[config.mk]
export PLATFORM = sky130hd
export DESIGN_NAME = irq_ext_vec
export DESIGN_NICKNAME = d
export VERILOG_FILES = /design/src/core/irq_ext_vec.v
export VERILOG_INCLUDE_DIRS = /design/src /design/src/core
export SDC_FILE = /design/constraint.sdc
export NUM_CORES = 1
export LEC_CHECK = 0
export ABC_CLOCK_PERIOD_IN_PS = 31500
export BUFFER_PORTS_ARGS = -buffer_cell sky130_fd_sc_hd__buf_4
export CORE_ASPECT_RATIO = 1.75
export CORE_MARGIN = 3
export CORE_UTILIZATION = 31
export CTS_CLUSTER_SIZE = 14
export DETAILED_ROUTE_END_ITERATION = 8
export PLACE_DENSITY = 0.59
export SYNTH_ARGS = -nofsm -noshare
export SYNTH_HDL_FRONTEND = slang
export SYNTH_SLANG_ARGS = --single-unit
[constraint.sdc]
create_clock -name i_ref_clk -period 31.5 [get_ports i_ref_clk]
set_input_delay 3.15 -clock i_ref_clk [delete_from_list [all_inputs] [get_ports i_ref_clk]]
set_output_delay 3.15 -clock i_ref_clk [all_outputs]
set_load 0.01 [all_outputs]
[src/core/irq_ext_vec_defines.vh]
`ifndef IRQ_EXT_VEC_DEFINES_VH
`define IRQ_EXT_VEC_DEFINES_VH
// APB byte offsets
`define OFS_CTL_BASE 8'h00
`define OFS_PRIMASK 8'h1c
`define OFS_INSVC 8'h20
`define OFS_REQ 8'h24
`define OFS_STAT 8'h28
// Control register fields
`define CTL_PRI_MSB 2
`define CTL_MASK 3
`define CTL_LEVEL 4
`define CTL_CASC 5
`define CTL_NEST_SEL 6
`define CTL_RESET 7'h0f
`define PRI_LOWEST 3'h7
// Groups: timers, serial, ext4, ext0..ext3
`define NUM_GRP 7
`define NUM_SRC 10
// Fixed vector types
`define TYPE_TMR0 8'h08
`define TYPE_TMR1 8'h12
`define TYPE_TMR2 8'h13
`define TYPE_SRX 8'h14
`define TYPE_STX 8'h15
`define TYPE_EXT4 8'h11
`define TYPE_EXT0 8'h0c
`define TYPE_EXT1 8'h0d
`define TYPE_EXT2 8'h0e
`define TYPE_EXT3 8'h0f
// Source indices in default order
`define SRC_EXT0 4'h6
`define SRC_EXT1 4'h7
// Timing in clock cycles
`define RESP_INT_CYC 6'h2a
`define IDLE_TS 6'h02
// Bus status codes
`define BUS_STS_ACK 3'h0
`define BUS_STS_IDLE 3'h7
`endif

[src/core/irq_ext_vec.v]
// Contract
// - Ext0/ext1 direct or cascaded mode from their cascade bits.
// - Edge mode requests only after a low-to-high transition.
// - Level mode: sustained high level is a request.
// - Edge mode rearms after input low at least one cycle.
// - External requests not latched; request drops when input drops.
// - Cascaded acknowledge runs two cycles with the paired strobe.
// - Acceptance sets in-service bit and clears request bit, except for a level-mode pin that is still high.
// - Same line blocked while in service unless special nesting.
// - Internal vectoring gives type times four as vector address.
// - Vector types fixed per source.
// - Equal priorities resolved by fixed default order.
// - Internal vectoring runs no external acknowledge cycles.
// - Internally vectored response takes 42 clocks.
// - Type read from low 8 data bits in second cycle, times four.
// - Bus lock held across both acknowledge cycles.
// - Two idle states between the acknowledge cycles.
// - Acknowledge cycle extended until ready returns.
// - Both strobes never active together.
// - Acknowledge status on bus status lines while a strobe is active.
// - Overall response 42 to 55 clocks, more with wait states; here a cascaded vector comes 5 clocks after acceptance.
// - All priority levels reset to lowest, 111.
`timescale 1ns/1ps
`include "irq_ext_vec_defines.vh"
module irq_ext_vec (
    input wire i_ref_clk,
    input wire i_arst_n,
    input wire i_psel,
    input wire i_penable,
    input wire i_pwrite,
    input wire [7:0] i_paddr,
    input wire [31:0] i_pwdata,
    output reg [31:0] o_prdata,
    output reg o_pready,
    output reg o_pslverr,
    input wire [2:0] i_tmr_evt,
    input wire i_ser_rx_evt,
    input wire i_ser_tx_evt,
    input wire i_ext_irq_zero,
    input wire i_ext_irq_one,
    input wire i_ext_irq_two,
    input wire i_ext_irq_three,
    input wire i_ext_irq_four,
    output reg o_irq_req,
    input wire i_irq_ack,
    input wire i_ready,
    input wire [7:0] i_ad_low,
    output reg [9:0] o_vec_addr,
    output reg o_vec_valid,
    output reg o_ack_strobe_zero_n,
    output reg o_ack_strobe_one_n,
    output reg o_bus_lock,
    output reg [2:0] o_bus_status_lines
);

localparam ST_IDLE = 3'h0;
localparam ST_INT_WAIT = 3'h1;
localparam ST_ACK1 = 3'h2;
localparam ST_GAP = 3'h3;
localparam ST_ACK2 = 3'h4;
localparam ST_DONE = 3'h5;

////////////////////////////////////////////////////////////////////////
// Source helpers

function [2:0] grp_of;
    input [3:0] s;
    reg [3:0] t;
    begin
        t = s - 4'h3;
        if (s < 4'h3) begin
            grp_of = 3'h0;
        end else if (s < 4'h5) begin
            grp_of = 3'h1;
        end else begin
            grp_of = t[2:0];
        end
    end
endfunction

function [7:0] type_of;
    input [3:0] s;
    begin
        case (s)
            4'h0: type_of = `TYPE_TMR0;
            4'h1: type_of = `TYPE_TMR1;
            4'h2: type_of = `TYPE_TMR2;
            4'h3: type_of = `TYPE_SRX;
            4'h4: type_of = `TYPE_STX;
            4'h5: type_of = `TYPE_EXT4;
            4'h6: type_of = `TYPE_EXT0;
            4'h7: type_of = `TYPE_EXT1;
            4'h8: type_of = `TYPE_EXT2;
            default: type_of = `TYPE_EXT3;
        endcase
    end
endfunction

////////////////////////////////////////////////////////////////////////
// Registers and state

reg [6:0] ctl_r [0:6];
reg [2:0] primask_r;
reg [6:0] insvc_r;
reg [4:0] int_req_r;
wire [4:0] ext_req;
reg [31:0] prdata_nxt;
reg [3:0] win_r;
reg [3:0] cur_r;
reg [2:0] state_r;
reg [5:0] cnt_r;
reg [9:0] elig;
reg best_found;
reg [3:0] best_idx;
reg [2:0] best_pri;
reg [6:0] cg;
reg [2:0] g;
integer i;
integer j;

wire [4:0] ext_in = {i_ext_irq_three, i_ext_irq_two, i_ext_irq_one, i_ext_irq_zero, i_ext_irq_four};
// Ext2/ext3 pins carry the strobes once ext0/ext1 are cascaded
wire [4:0] pin_free = {~ctl_r[4][`CTL_CASC], ~ctl_r[3][`CTL_CASC], 3'h7};
wire [9:0] req = {ext_req & pin_free, int_req_r};
// A late acknowledge for a winner that has since dropped is ignored
wire acc = (state_r == ST_IDLE) & o_irq_req & i_irq_ack & elig[win_r];
wire [9:0] clr = acc ? (10'h001 << win_r) : 10'h000;
wire [2:0] win_g = grp_of(win_r);
wire casc = ((win_r == `SRC_EXT0) & ctl_r[3][`CTL_CASC]) |
    ((win_r == `SRC_EXT1) & ctl_r[4][`CTL_CASC]);
wire [7:0] t_int = type_of(cur_r);

wire acc_phase = i_psel & i_penable & o_pready;
wire wr = acc_phase & i_pwrite;
wire ctl_hit = (i_paddr[1:0] == 2'h0) & (i_paddr < `OFS_PRIMASK);
wire [2:0] ctl_idx = i_paddr[4:2];
wire mapped = (i_paddr[1:0] == 2'h0) & (i_paddr <= `OFS_STAT);
// Internal events are latched; an event wins over a same-cycle clear
wire [4:0] int_req_nxt = (int_req_r & ~clr[4:0]) | {i_ser_tx_evt, i_ser_rx_evt, i_tmr_evt};
// Hardware set on acceptance wins over a software write
wire insvc_wr = wr & (i_paddr == `OFS_INSVC);
wire [6:0] insvc_set = acc ? (7'h01 << win_g) : 7'h00;
wire [6:0] insvc_nxt = (insvc_wr ? i_pwdata[6:0] : insvc_r) | insvc_set;

////////////////////////////////////////////////////////////////////////
// Arbitration

always @* begin
    elig = 10'h000;
    best_found = 1'b0;
    best_idx = 4'h0;
    best_pri = `PRI_LOWEST;
    g = 3'h0;
    cg = 7'h00;
    for (i = 0; i < `NUM_SRC; i = i + 1) begin
        g = grp_of(i[3:0]);
        cg = ctl_r[g];
        // Nesting bit only exists for ext0 and ext1
        elig[i] = req[i] & ~cg[`CTL_MASK] &
            ~(insvc_r[g] & ~((g == 3'h3 || g == 3'h4) & cg[`CTL_NEST_SEL])) &
            (cg[`CTL_PRI_MSB:0] <= primask_r);
        // Strict compare keeps the lower index on a tie
        if (elig[i] && (!best_found || cg[`CTL_PRI_MSB:0] < best_pri)) begin
            best_found = 1'b1;
            best_idx = i[3:0];
            best_pri = cg[`CTL_PRI_MSB:0];
        end
    end
end

////////////////////////////////////////////////////////////////////////
// Request capture

always @(posedge i_ref_clk or negedge i_arst_n) begin
    if (!i_arst_n) begin
        int_req_r <= 5'h00;
    end else begin
        int_req_r <= int_req_nxt;
    end
end

////////////////////////////////////////////////////////////////////////
// External pin cells

genvar gi;
generate
    for (gi = 0; gi < 5; gi = gi + 1) begin : g_pin
        irq_ext_pin_cell u_pin (
            .i_ref_clk(i_ref_clk),
            .i_arst_n(i_arst_n),
            .i_pin(ext_in[gi]),
            .i_level_mode(ctl_r[gi + 2][`CTL_LEVEL]),
            .i_clr(clr[gi + 5]),
            .o_req(ext_req[gi])
        );
    end
endgenerate

////////////////////////////////////////////////////////////////////////
// Read data

// Reserved bits and unmapped offsets read as zero
always @* begin
    prdata_nxt = 32'h00000000;
    if (ctl_hit) begin
        prdata_nxt = {25'h0000000, ctl_r[ctl_idx]};
    end else if (i_paddr == `OFS_PRIMASK) begin
        prdata_nxt = {29'h00000000, primask_r};
    end else if (i_paddr == `OFS_INSVC) begin
        prdata_nxt = {25'h0000000, insvc_r};
    end else if (i_paddr == `OFS_REQ) begin
        prdata_nxt = {22'h000000, req};
    end else if (i_paddr == `OFS_STAT) begin
        prdata_nxt = {25'h0000000, state_r, cur_r};
    end
end

////////////////////////////////////////////////////////////////////////
// APB slave

always @(posedge i_ref_clk or negedge i_arst_n) begin
    if (!i_arst_n) begin
        for (j = 0; j < `NUM_GRP; j = j + 1) begin
            ctl_r[j] <= `CTL_RESET;
        end
        primask_r <= `PRI_LOWEST;
        insvc_r <= 7'h00;
        o_pready <= 1'b0;
        o_pslverr <= 1'b0;
        o_prdata <= 32'h00000000;
    end else begin
        o_pready <= i_psel & i_penable & ~o_pready;
        o_pslverr <= i_psel & i_penable & ~o_pready & ~mapped;
        o_prdata <= 32'h00000000;
        if (i_psel & i_penable & ~o_pready & ~i_pwrite) begin
            o_prdata <= prdata_nxt;
        end
        if (wr & ctl_hit) begin
            ctl_r[ctl_idx] <= i_pwdata[6:0];
        end
        if (wr & (i_paddr == `OFS_PRIMASK)) begin
            primask_r <= i_pwdata[2:0];
        end
        insvc_r <= insvc_nxt;
    end
end

////////////////////////////////////////////////////////////////////////
// Acknowledge sequencer

always @(posedge i_ref_clk or negedge i_arst_n) begin
    if (!i_arst_n) begin
        state_r <= ST_IDLE;
        cnt_r <= 6'h00;
        win_r <= 4'h0;
        cur_r <= 4'h0;
        o_irq_req <= 1'b0;
        o_vec_addr <= 10'h000;
        o_vec_valid <= 1'b0;
        o_ack_strobe_zero_n <= 1'b1;
        o_ack_strobe_one_n <= 1'b1;
        o_bus_lock <= 1'b0;
        o_bus_status_lines <= `BUS_STS_IDLE;
    end else begin
        o_vec_valid <= 1'b0;
        case (state_r)
            ST_IDLE: begin
                o_irq_req <= best_found & ~acc;
                win_r <= best_idx;
                cnt_r <= 6'h01;
                if (acc) begin
                    cur_r <= win_r;
                    if (casc) begin
                        state_r <= ST_ACK1;
                        o_ack_strobe_zero_n <= (win_r != `SRC_EXT0);
                        o_ack_strobe_one_n <= (win_r != `SRC_EXT1);
                        o_bus_lock <= 1'b1;
                        o_bus_status_lines <= `BUS_STS_ACK;
                    end else begin
                        // No strobes, lock or status here; vector stays inside
                        state_r <= ST_INT_WAIT;
                    end
                end
            end
            ST_INT_WAIT: begin
                cnt_r <= cnt_r + 6'h01;
                if (cnt_r == `RESP_INT_CYC - 6'h01) begin
                    state_r <= ST_DONE;
                    o_vec_addr <= {t_int, 2'h0};
                    o_vec_valid <= 1'b1;
                end
            end
            ST_ACK1: begin
                cnt_r <= 6'h00;
                // Waits forever without ready; external logic must answer
                if (i_ready) begin
                    state_r <= ST_GAP;
                    o_ack_strobe_zero_n <= 1'b1;
                    o_ack_strobe_one_n <= 1'b1;
                    o_bus_status_lines <= `BUS_STS_IDLE;
                end
            end
            ST_GAP: begin
                // Gap is fixed; idle states taken by other bus cycles are not modelled
                cnt_r <= cnt_r + 6'h01;
                if (cnt_r == `IDLE_TS - 6'h01) begin
                    state_r <= ST_ACK2;
                    o_ack_strobe_zero_n <= (cur_r != `SRC_EXT0);
                    o_ack_strobe_one_n <= (cur_r != `SRC_EXT1);
                    o_bus_status_lines <= `BUS_STS_ACK;
                end
            end
            ST_ACK2: begin
                if (i_ready) begin
                    state_r <= ST_DONE;
                    o_vec_addr <= {i_ad_low, 2'h0};
                    o_vec_valid <= 1'b1;
                    o_ack_strobe_zero_n <= 1'b1;
                    o_ack_strobe_one_n <= 1'b1;
                    o_bus_lock <= 1'b0;
                    o_bus_status_lines <= `BUS_STS_IDLE;
                end
            end
            ST_DONE: begin
                // One spare cycle lets arbitration see the fresh in-service bit
                state_r <= ST_IDLE;
            end
            default: begin
                state_r <= ST_IDLE;
            end
        endcase
    end
end

endmodule

////////////////////////////////////////////////////////////////////////
// One external request pin

module irq_ext_pin_cell (
    input wire i_ref_clk,
    input wire i_arst_n,
    input wire i_pin,
    input wire i_level_mode,
    input wire i_clr,
    output reg o_req
);

reg armed_r;

// Disarmed at reset so a pin already high does not count as an edge
always @(posedge i_ref_clk or negedge i_arst_n) begin
    if (!i_arst_n) begin
        o_req <= 1'b0;
        armed_r <= 1'b0;
    end else begin
        if (!i_pin) begin
            o_req <= 1'b0;
            armed_r <= 1'b1;
        end else if (i_level_mode) begin
            // Level request follows the pin; in-service blocks re-entry
            o_req <= 1'b1;
        end else if (armed_r) begin
            o_req <= ~i_clr;
            armed_r <= 1'b0;
        end else if (i_clr) begin
            o_req <= 1'b0;
        end
    end
end

endmodule

After elaboration in Yosys (flattened, before gate mapping)
Memories as Yosys holds them, arrays and structs flattened.
Cells that the tools add are included.
- bits in registers: 143
- latch bits: 0
- bits in writable memories: 0
- memory bits (read-only): 80
- output and inout bits: 52
- memories: 1
- memory list (name ; words ; width ; rd ports ; clocked after memory_dff ; wr ports ; RTL line ; RTL):
    (name not given) ; 16 ; 5 ; 1 ; 0 ; 0 ; irq_ext_vec.v:84 ; case (s)
- add/sub/neg operators: 2
- $mul: 0
- divide/modulo/power cells: 0
- magnitude comparators: 23
- eq/ne operators: 33
- shifts and indexed selects: 2
- muxes and demuxes: 109
- bitwise logic cells: 83
- reductions and logical operators: 41
- operators with widths (kind ; count):
    $mux 3 ; 24
    $mux 10 ; 7
    $mux 1 ; 54
    $and 1x1->1 ; 49
    $bwmux 49 ; 1
    $mux 7 ; 6
    $mux 32 ; 1
    $lt 3x3->1 ; 9
    $not 1->1 ; 27
    $eq 8x6->1 const B ; 3
    $ne 2x2->1 const B ; 11
    $bmux 7 s3 ; 1
    $demux 7 s3 ; 1
    $le 3x3->1 ; 7
    $ne 4x1->1 const B ; 5
    $pmux 10 s2 ; 1
    $pmux 6 s3 ; 1
    $ne 4x3->1 const B ; 4
    $pmux 3 s5 ; 1
    $and 5x5->5 ; 2
    $logic_and 1x1->1 ; 10
    $reduce_and 5->1 ; 2
    $shl 1x4->10 const A ; 1
    $logic_not 1->1 ; 9
    38 further kinds ; 56

Longest topological paths before layout
- depth after elaboration: 42
- mapped depth: 56

Cells and area by module
Synthesis repeated with hierarchy kept, for this count alone.
- cell total of the unflattened synthesis: 770
- area, all modules: 7563.5 um^2
- modules (own cells, without submodules) (module ; times used ; cells an instance ; area an instance (um^2) ; sequential area each (um^2)):
    irq_ext_vec ; 1 ; 740 ; 7194.4 ; 2720.1
    irq_ext_pin_cell ; 5 ; 6 ; 73.8 ; 50.0

Least setup slack after synthesis
OpenSTA, ideal clock, no wires.
- kind: reg-to-reg
- start point: register primask_r[1]
- end point: register win_r[2]
- library setup time: 0.136 ns
- data arrival time: 10.129 ns
- required time: 31.364 ns
- setup slack: 21.235 ns
- cell stages (with the launch flop): 54
- buffers on the path: 1
- cell sequence: dfstp_2 -> inv_1 -> ha_1 -> nand3_1 -> o21ai_0 -> o21ai_1 -> nor2_1 -> ha_1 -> a21oi_1 -> nand2_1 -> a21oi_2 -> mux2_2 -> ha_1 -> a211oi_1 -> inv_1 -> a21oi_1 -> a211o_1 -> buf_6 -> [... 18 more ...] -> ha_1 -> and2_1 -> nand2_1 -> nor2_1 -> nor3_4 -> mux2i_1 -> ha_1 -> a211oi_1 -> nand2_1 -> a211o_1 -> nand2_1 -> mux2_2 -> ha_1 -> a2111oi_0 -> o211ai_1 -> a211oi_1 -> a211oi_1 -> nor4b_2
- longest elaborated chain between the ends: 39
- elaborated cells between the ends (all ways): 77
- ends and longest elaborated chain (what ; RTL line ; RTL):
    from (decl) ; irq_ext_vec.v:103 ; reg [2:0] primask_r;
    from (signal assigned) ; irq_ext_vec.v:226 ; primask_r <= `PRI_LOWEST;
    from (signal assigned) ; irq_ext_vec.v:242 ; primask_r <= i_pwdata[2:0];
    $le 3x3->1 ; irq_ext_vec.v:161 ; (cg[`CTL_PRI_MSB:0] <= primask_r);
    $and 1x1->1 ; irq_ext_vec.v:159 ; elig[i] = req[i] & ~cg[`CTL_MASK] &
    $mux 3 or $mux 1 (tied branches) ; irq_ext_vec.v:163 ; if (elig[i] && (!best_found || cg[`CTL_PRI_MSB:0] < best_pri)) begin
    $lt 3x3->1 or $logic_not 1->1 (tied branches) ; irq_ext_vec.v:163 ;
    $logic_or 1x1->1 ; irq_ext_vec.v:163 ;
    $logic_and 1x1->1 ; irq_ext_vec.v:163 ;
    $mux 3 or $mux 1 (tied branches) ; irq_ext_vec.v:163 ;
    $lt 3x3->1 or $logic_not 1->1 (tied branches) ; irq_ext_vec.v:163 ;
    [... 23 more ...] ; -- ;
    $lt 3x3->1 or $logic_not 1->1 (tied branches) ; irq_ext_vec.v:163 ;
    $logic_or 1x1->1 ; irq_ext_vec.v:163 ;
    $logic_and 1x1->1 ; irq_ext_vec.v:163 ;
    $mux 3 or $mux 1 (tied branches) ; irq_ext_vec.v:163 ;
    $lt 3x3->1 or $logic_not 1->1 (tied branches) ; irq_ext_vec.v:163 ;
    $logic_or 1x1->1 ; irq_ext_vec.v:163 ;
    $logic_and 1x1->1 ; irq_ext_vec.v:163 ;
    $mux 4 (*) ; irq_ext_vec.v:163 ;
    to (signal assigned) ; irq_ext_vec.v:269 ; win_r <= best_idx;
    to (decl) ; irq_ext_vec.v:108 ; reg [3:0] win_r;
Every way passes the cells marked *; elsewhere a longest branch is shown, timed or not.
A chain may end at the register's enable or synchronous reset.

Worst setup path in the final report
Same ends and word-level chain as after synthesis.

==> run summary <==
The run finished with clean final reports. The via count of the first global-routing pass is about 6500. The overflow left after global routing is 0.

For this run, the top clock speed supported by timing is 0.08141 GHz. The final period demand of the worst path is roughly 12 ns. The number of fillers in the final layout came out at 2469. The worst setup path is launched from a flop.

The final-report setup violation count came out at 0. The initial antenna violation count came out at 0. The global-route wire length before repair is ~36 mm. Using the TritonRoute via totals, the vias-per-cell ratio works out to 5.397.

The cell internal power dissipation is slightly below 0.4 mW. The average size of a mapped cell came out at around 9.6 sq um. By area the synthesized netlist is led by dfrtp_1, dfstp_2, ha_1, mux2_2, nand2_1.

The count of warnings emitted by yosys came out at 0. The critical path data required time came out at about 32 ns. The final sum of negative setup slack came out at 0 ns. Setup repair after global routing left no endpoint under its margin. The proportion of power drawn by flip-flops and latches is 0.314. Among the stages of the critical path, the cell type that occurs most often is ha_1. Buffers inserted to repair hold after CTS numbered 0. The final cell count without fillers came out at 1192. Data on the critical path arrives at its endpoint at 12.58 ns. The analysis attributes to net switching a power of about 0.24 mW. Clock tree synthesis found a total of 117 sinks. The mapped netlist covers just under 8000 sq um.

After routing the design area is roughly 9100 sq um. The share of total power dissipated in combinational logic is 0.370. STA classifies the critical path endpoint as a flop. The number of diodes added for antenna fixing is 0. The main flop type after synthesis is dfrtp_1. The critical path is of the reg -> reg type.

The maximum fanout along the worst path is 7. dfrtp_1 takes more of the synthesized area than any other cell. The fraction of synthesis flops using an asynchronous set or reset pin came out at 1.000. The clock root buffer is clkbuf_16. The H-tree depth came out at 4. The number of detailed-route iterations in the first pass came out at 5. The die covers 27120 sq um. The clock share of power is 0.316. The area overhead of the layout relative to synthesis is 17.02%. The number of nets with antenna violations after routing is 0.

The class of the tightest hold or removal check is reg -> reg. After clock tree synthesis, the clock-pin slew on the worst setup and hold paths is roughly 0.06 ns. The switching portion of total power came out at 0.3781.

For this configuration, the core starts out at a cell density of 0.3160. The share of synthesized area in the top cell type comes to 0.2668. The iteration-0 DRC count of the detailed router came out at between 300 and 400. At the later pin of the worst-skew pair, clock insertion delay measures around 0.44 ns. The layout net count is just under 1000. Summing all placed instances gives a cell area of ~8500 sq um. The TritonCTS clock tree is built. The fraction of layout cells with a size suffix above 1 is 0.2511. Counting the buffers created by CTS gives 17. The number of post-CTS setup repair buffers came out at 0. The longest individual stage delay on the worst path is around 0.7 ns. The HPWL reported at the end of detailed placement is between 15 and 20 mm. The peak ir drop on the vdd network is between 0.05 and 0.06 mV. The total chip power came out at roughly 0.63 mW. The die is between 200 and 250 microns tall. The number of top-level design ports is roughly 120. The port buffer count is 67. The slowest stage of the critical path belongs to the cell a2111oi_0.

The count of cell types in the netlist came out at slightly below 80. Dividing total power by cell area gives a power density of just under 70 nW/um^2. The leakage power came out at ~4 nW. The number of endpoints with negative hold slack in the final report came out at 0. Dividing the final minimum period by the clock period gives 0.3899. The final clock skew is 0.01207 ns. The post-synthesis register bit count came out at approximately 120.

The worst-margin pin slew came out at ~1.0 ns. Yosys mapped a number of flops with a built-in enable equal to 0. Summed over all layers, the routed wires come to 23.41 mm. The die span in x is 125.8 microns. The via count of the routed design came out at approximately 6400.

The max capacitance violation total is 0. The quantity of gates resized following cts came out at 0. The global-route usage over all layers is 0.1735. After technology mapping, the gate count stands at approximately 800. The floorplan has 76 rows. The number of pins exceeding their max-slew limit in the final report came to 0. The standard cell core area is approximately 25000 sq um. After detailed routing, the average wire length per cell comes to 19.64 microns. The sequential area share after synthesis came out at 0.3816. The worst-case headroom to the max-slew limit came out at 0.2972. Entering global routing, the biggest net connects 66 pins. The number of remaining DRC errors came out at 0.

The number of placed instances, taps included, is between 1000 and 1500. Routability-driven placement finished with a final weighted congestion of 0.8580. The clock passes through at most 2 buffers.
## synth_stat cells (11+ instances only)
| cell | n |
|---|---|
| nor2b_1 | 11 |
| mux2i_1 | 32 |
| nand2b_1 | 17 |
| dfstp_2 | 34 |
| o21ai_0 | 54 |
| ha_1 | 48 |
| buf_4 | 26 |
| o211ai_1 | 18 |
| clkbuf_1 | 24 |
| mux2_2 | 53 |
| nand2_1 | 89 |
| inv_1 | 45 |
| nor2_1 | 53 |
| a21oi_1 | 39 |
| a21o_1 | 11 |
| nand3_1 | 12 |
| o21a_1 | 14 |
| a211oi_1 | 12 |
| dfrtp_1 | 83 |
## power groups by stage
stage,logic (mW),clock network [mW],registers [mW]
2_1_floorplan,0.178,0,0.189
3_3_place_gp,0.229,0,0.199
3_5_place_dp,0.234,0,0.200
4_1_cts,0.234,0.204,0.197
5_1_grt,0.260,0.210,0.201
6_report,0.233,0.199,0.198
## final timing paths
kind / slack, ns / end / cells after the start / from
max: 19.22 / win_r[2]$_DFFE_PN0P_ / 51 / primask_r[1]$_DFFE_PN1P_
min: 0.46 / o_ack_strobe_one_n$_DFFE_PN1P_ / 2 / o_ack_strobe_one_n$_DFFE_PN1P_
max reg2reg: 19.22 / win_r[2]$_DFFE_PN0P_ / 51 / primask_r[1]$_DFFE_PN1P_
min reg2reg: 0.46 / o_ack_strobe_one_n$_DFFE_PN1P_ / 2 / o_ack_strobe_one_n$_DFFE_PN1P_
max in group asynchronous: 27.45 / g_pin[2].u_pin.o_req$_DFFE_PN0P_ / 2 / i_arst_n
min in group asynchronous: 2.75 / o_pready$_DFF_PN0_ / 1 / i_arst_n
## layout by cell type (no fill, tap or decap), drive strengths merged, types with 19 or more instances in the layout
| cell | netlist | routed |
|---|---|---|
| mux2 | 53 | 53 |
| dfstp | 34 | 34 |
| inv | 45 | 47 |
| dfrtp | 83 | 83 |
| o21ai | 56 | 56 |
| ha | 48 | 48 |
| mux2i | 32 | 32 |
| nand2 | 89 | 89 |
| buf | 32 | 73 |
| o211ai | 19 | 19 |
| nor2 | 53 | 53 |
| a21oi | 40 | 40 |
| conb | 1 | 24 |
## routing by layer
| layer | global-route usage | vias to the layer above | wire length [microns] |
|---|---|---|---|
| met3 | 0.02972 | 75 | 849 |
| met1 | 0.1665 | 3154 | 8105 |
| met2 | 0.3220 | 198 | 12730 |
| met4 | 0.1335 | 0 | 1726 |
| met5 | 0 | - | 0 |
| li1 | - | 3006 | - |
## critical path, delay by kind of cell (launching register included)
family	cells	cell delay, ns
fa+ha+maj	8	2.42
mux	5	1.62
buf+inv	5	0.45
compound gates	22	5.55
simple gates	11	1.56
flops	1	0.54
## layout make-up
cell class	instances	area (sq um)	share of cell area
timing repair buffer	73	548.0	0.06016
multi-input combinational	613	4425	0.4859
tap	312	390.4	0.04286
clock inverter	15	180.2	0.01978
sequential	117	2970	0.3261
clock buffer	17	425.4	0.04670
inverter	45	168.9	0.01854
## per-stage QoR
stage               utilization  setup WS, ns  hold WS, ns
detailed placement       0.3453         19.26       0.4544
finish                   0.3698         19.22       0.4641
floorplan                     -         21.24       0.4498
global placement         0.3453         19.45       0.4587
CTS                      0.3698         19.22       0.4695
global route             0.3698         18.29       0.4830
## state kept, by name, summed over array words and instances, names as in the netlist, 3 cells and up
register and flops:
state_r 3, insvc_r 7, primask_r 3, g_pin.u_pin.o_req 5, o_prdata 10, ctl_r 49, win_r 4, o_vec_addr 8
int_req_r 5, cnt_r 6, g_pin.u_pin.armed_r 5, cur_r 4
## logic make-up (layout without fill, tap and decap cells)
kind of cell | after synthesis | after routing | synth area share
AND/OR/NAND/NOR | 233 | 233 | 0.1453
AO/OA/AOI/OAI | 212 | 212 | 0.1889
flip-flops | 117 | 117 | 0.3816
buffers and inverters | 101 | 150 | 0.06221
multiplexers | 93 | 93 | 0.1410
adder cells (fa/ha/maj) | 48 | 48 | 0.07716
XOR/XNOR | 3 | 3 | 0.003376
other | 1 | 24 | 0.0004818
No activity file was read; power rests on OpenSTA's default activity.
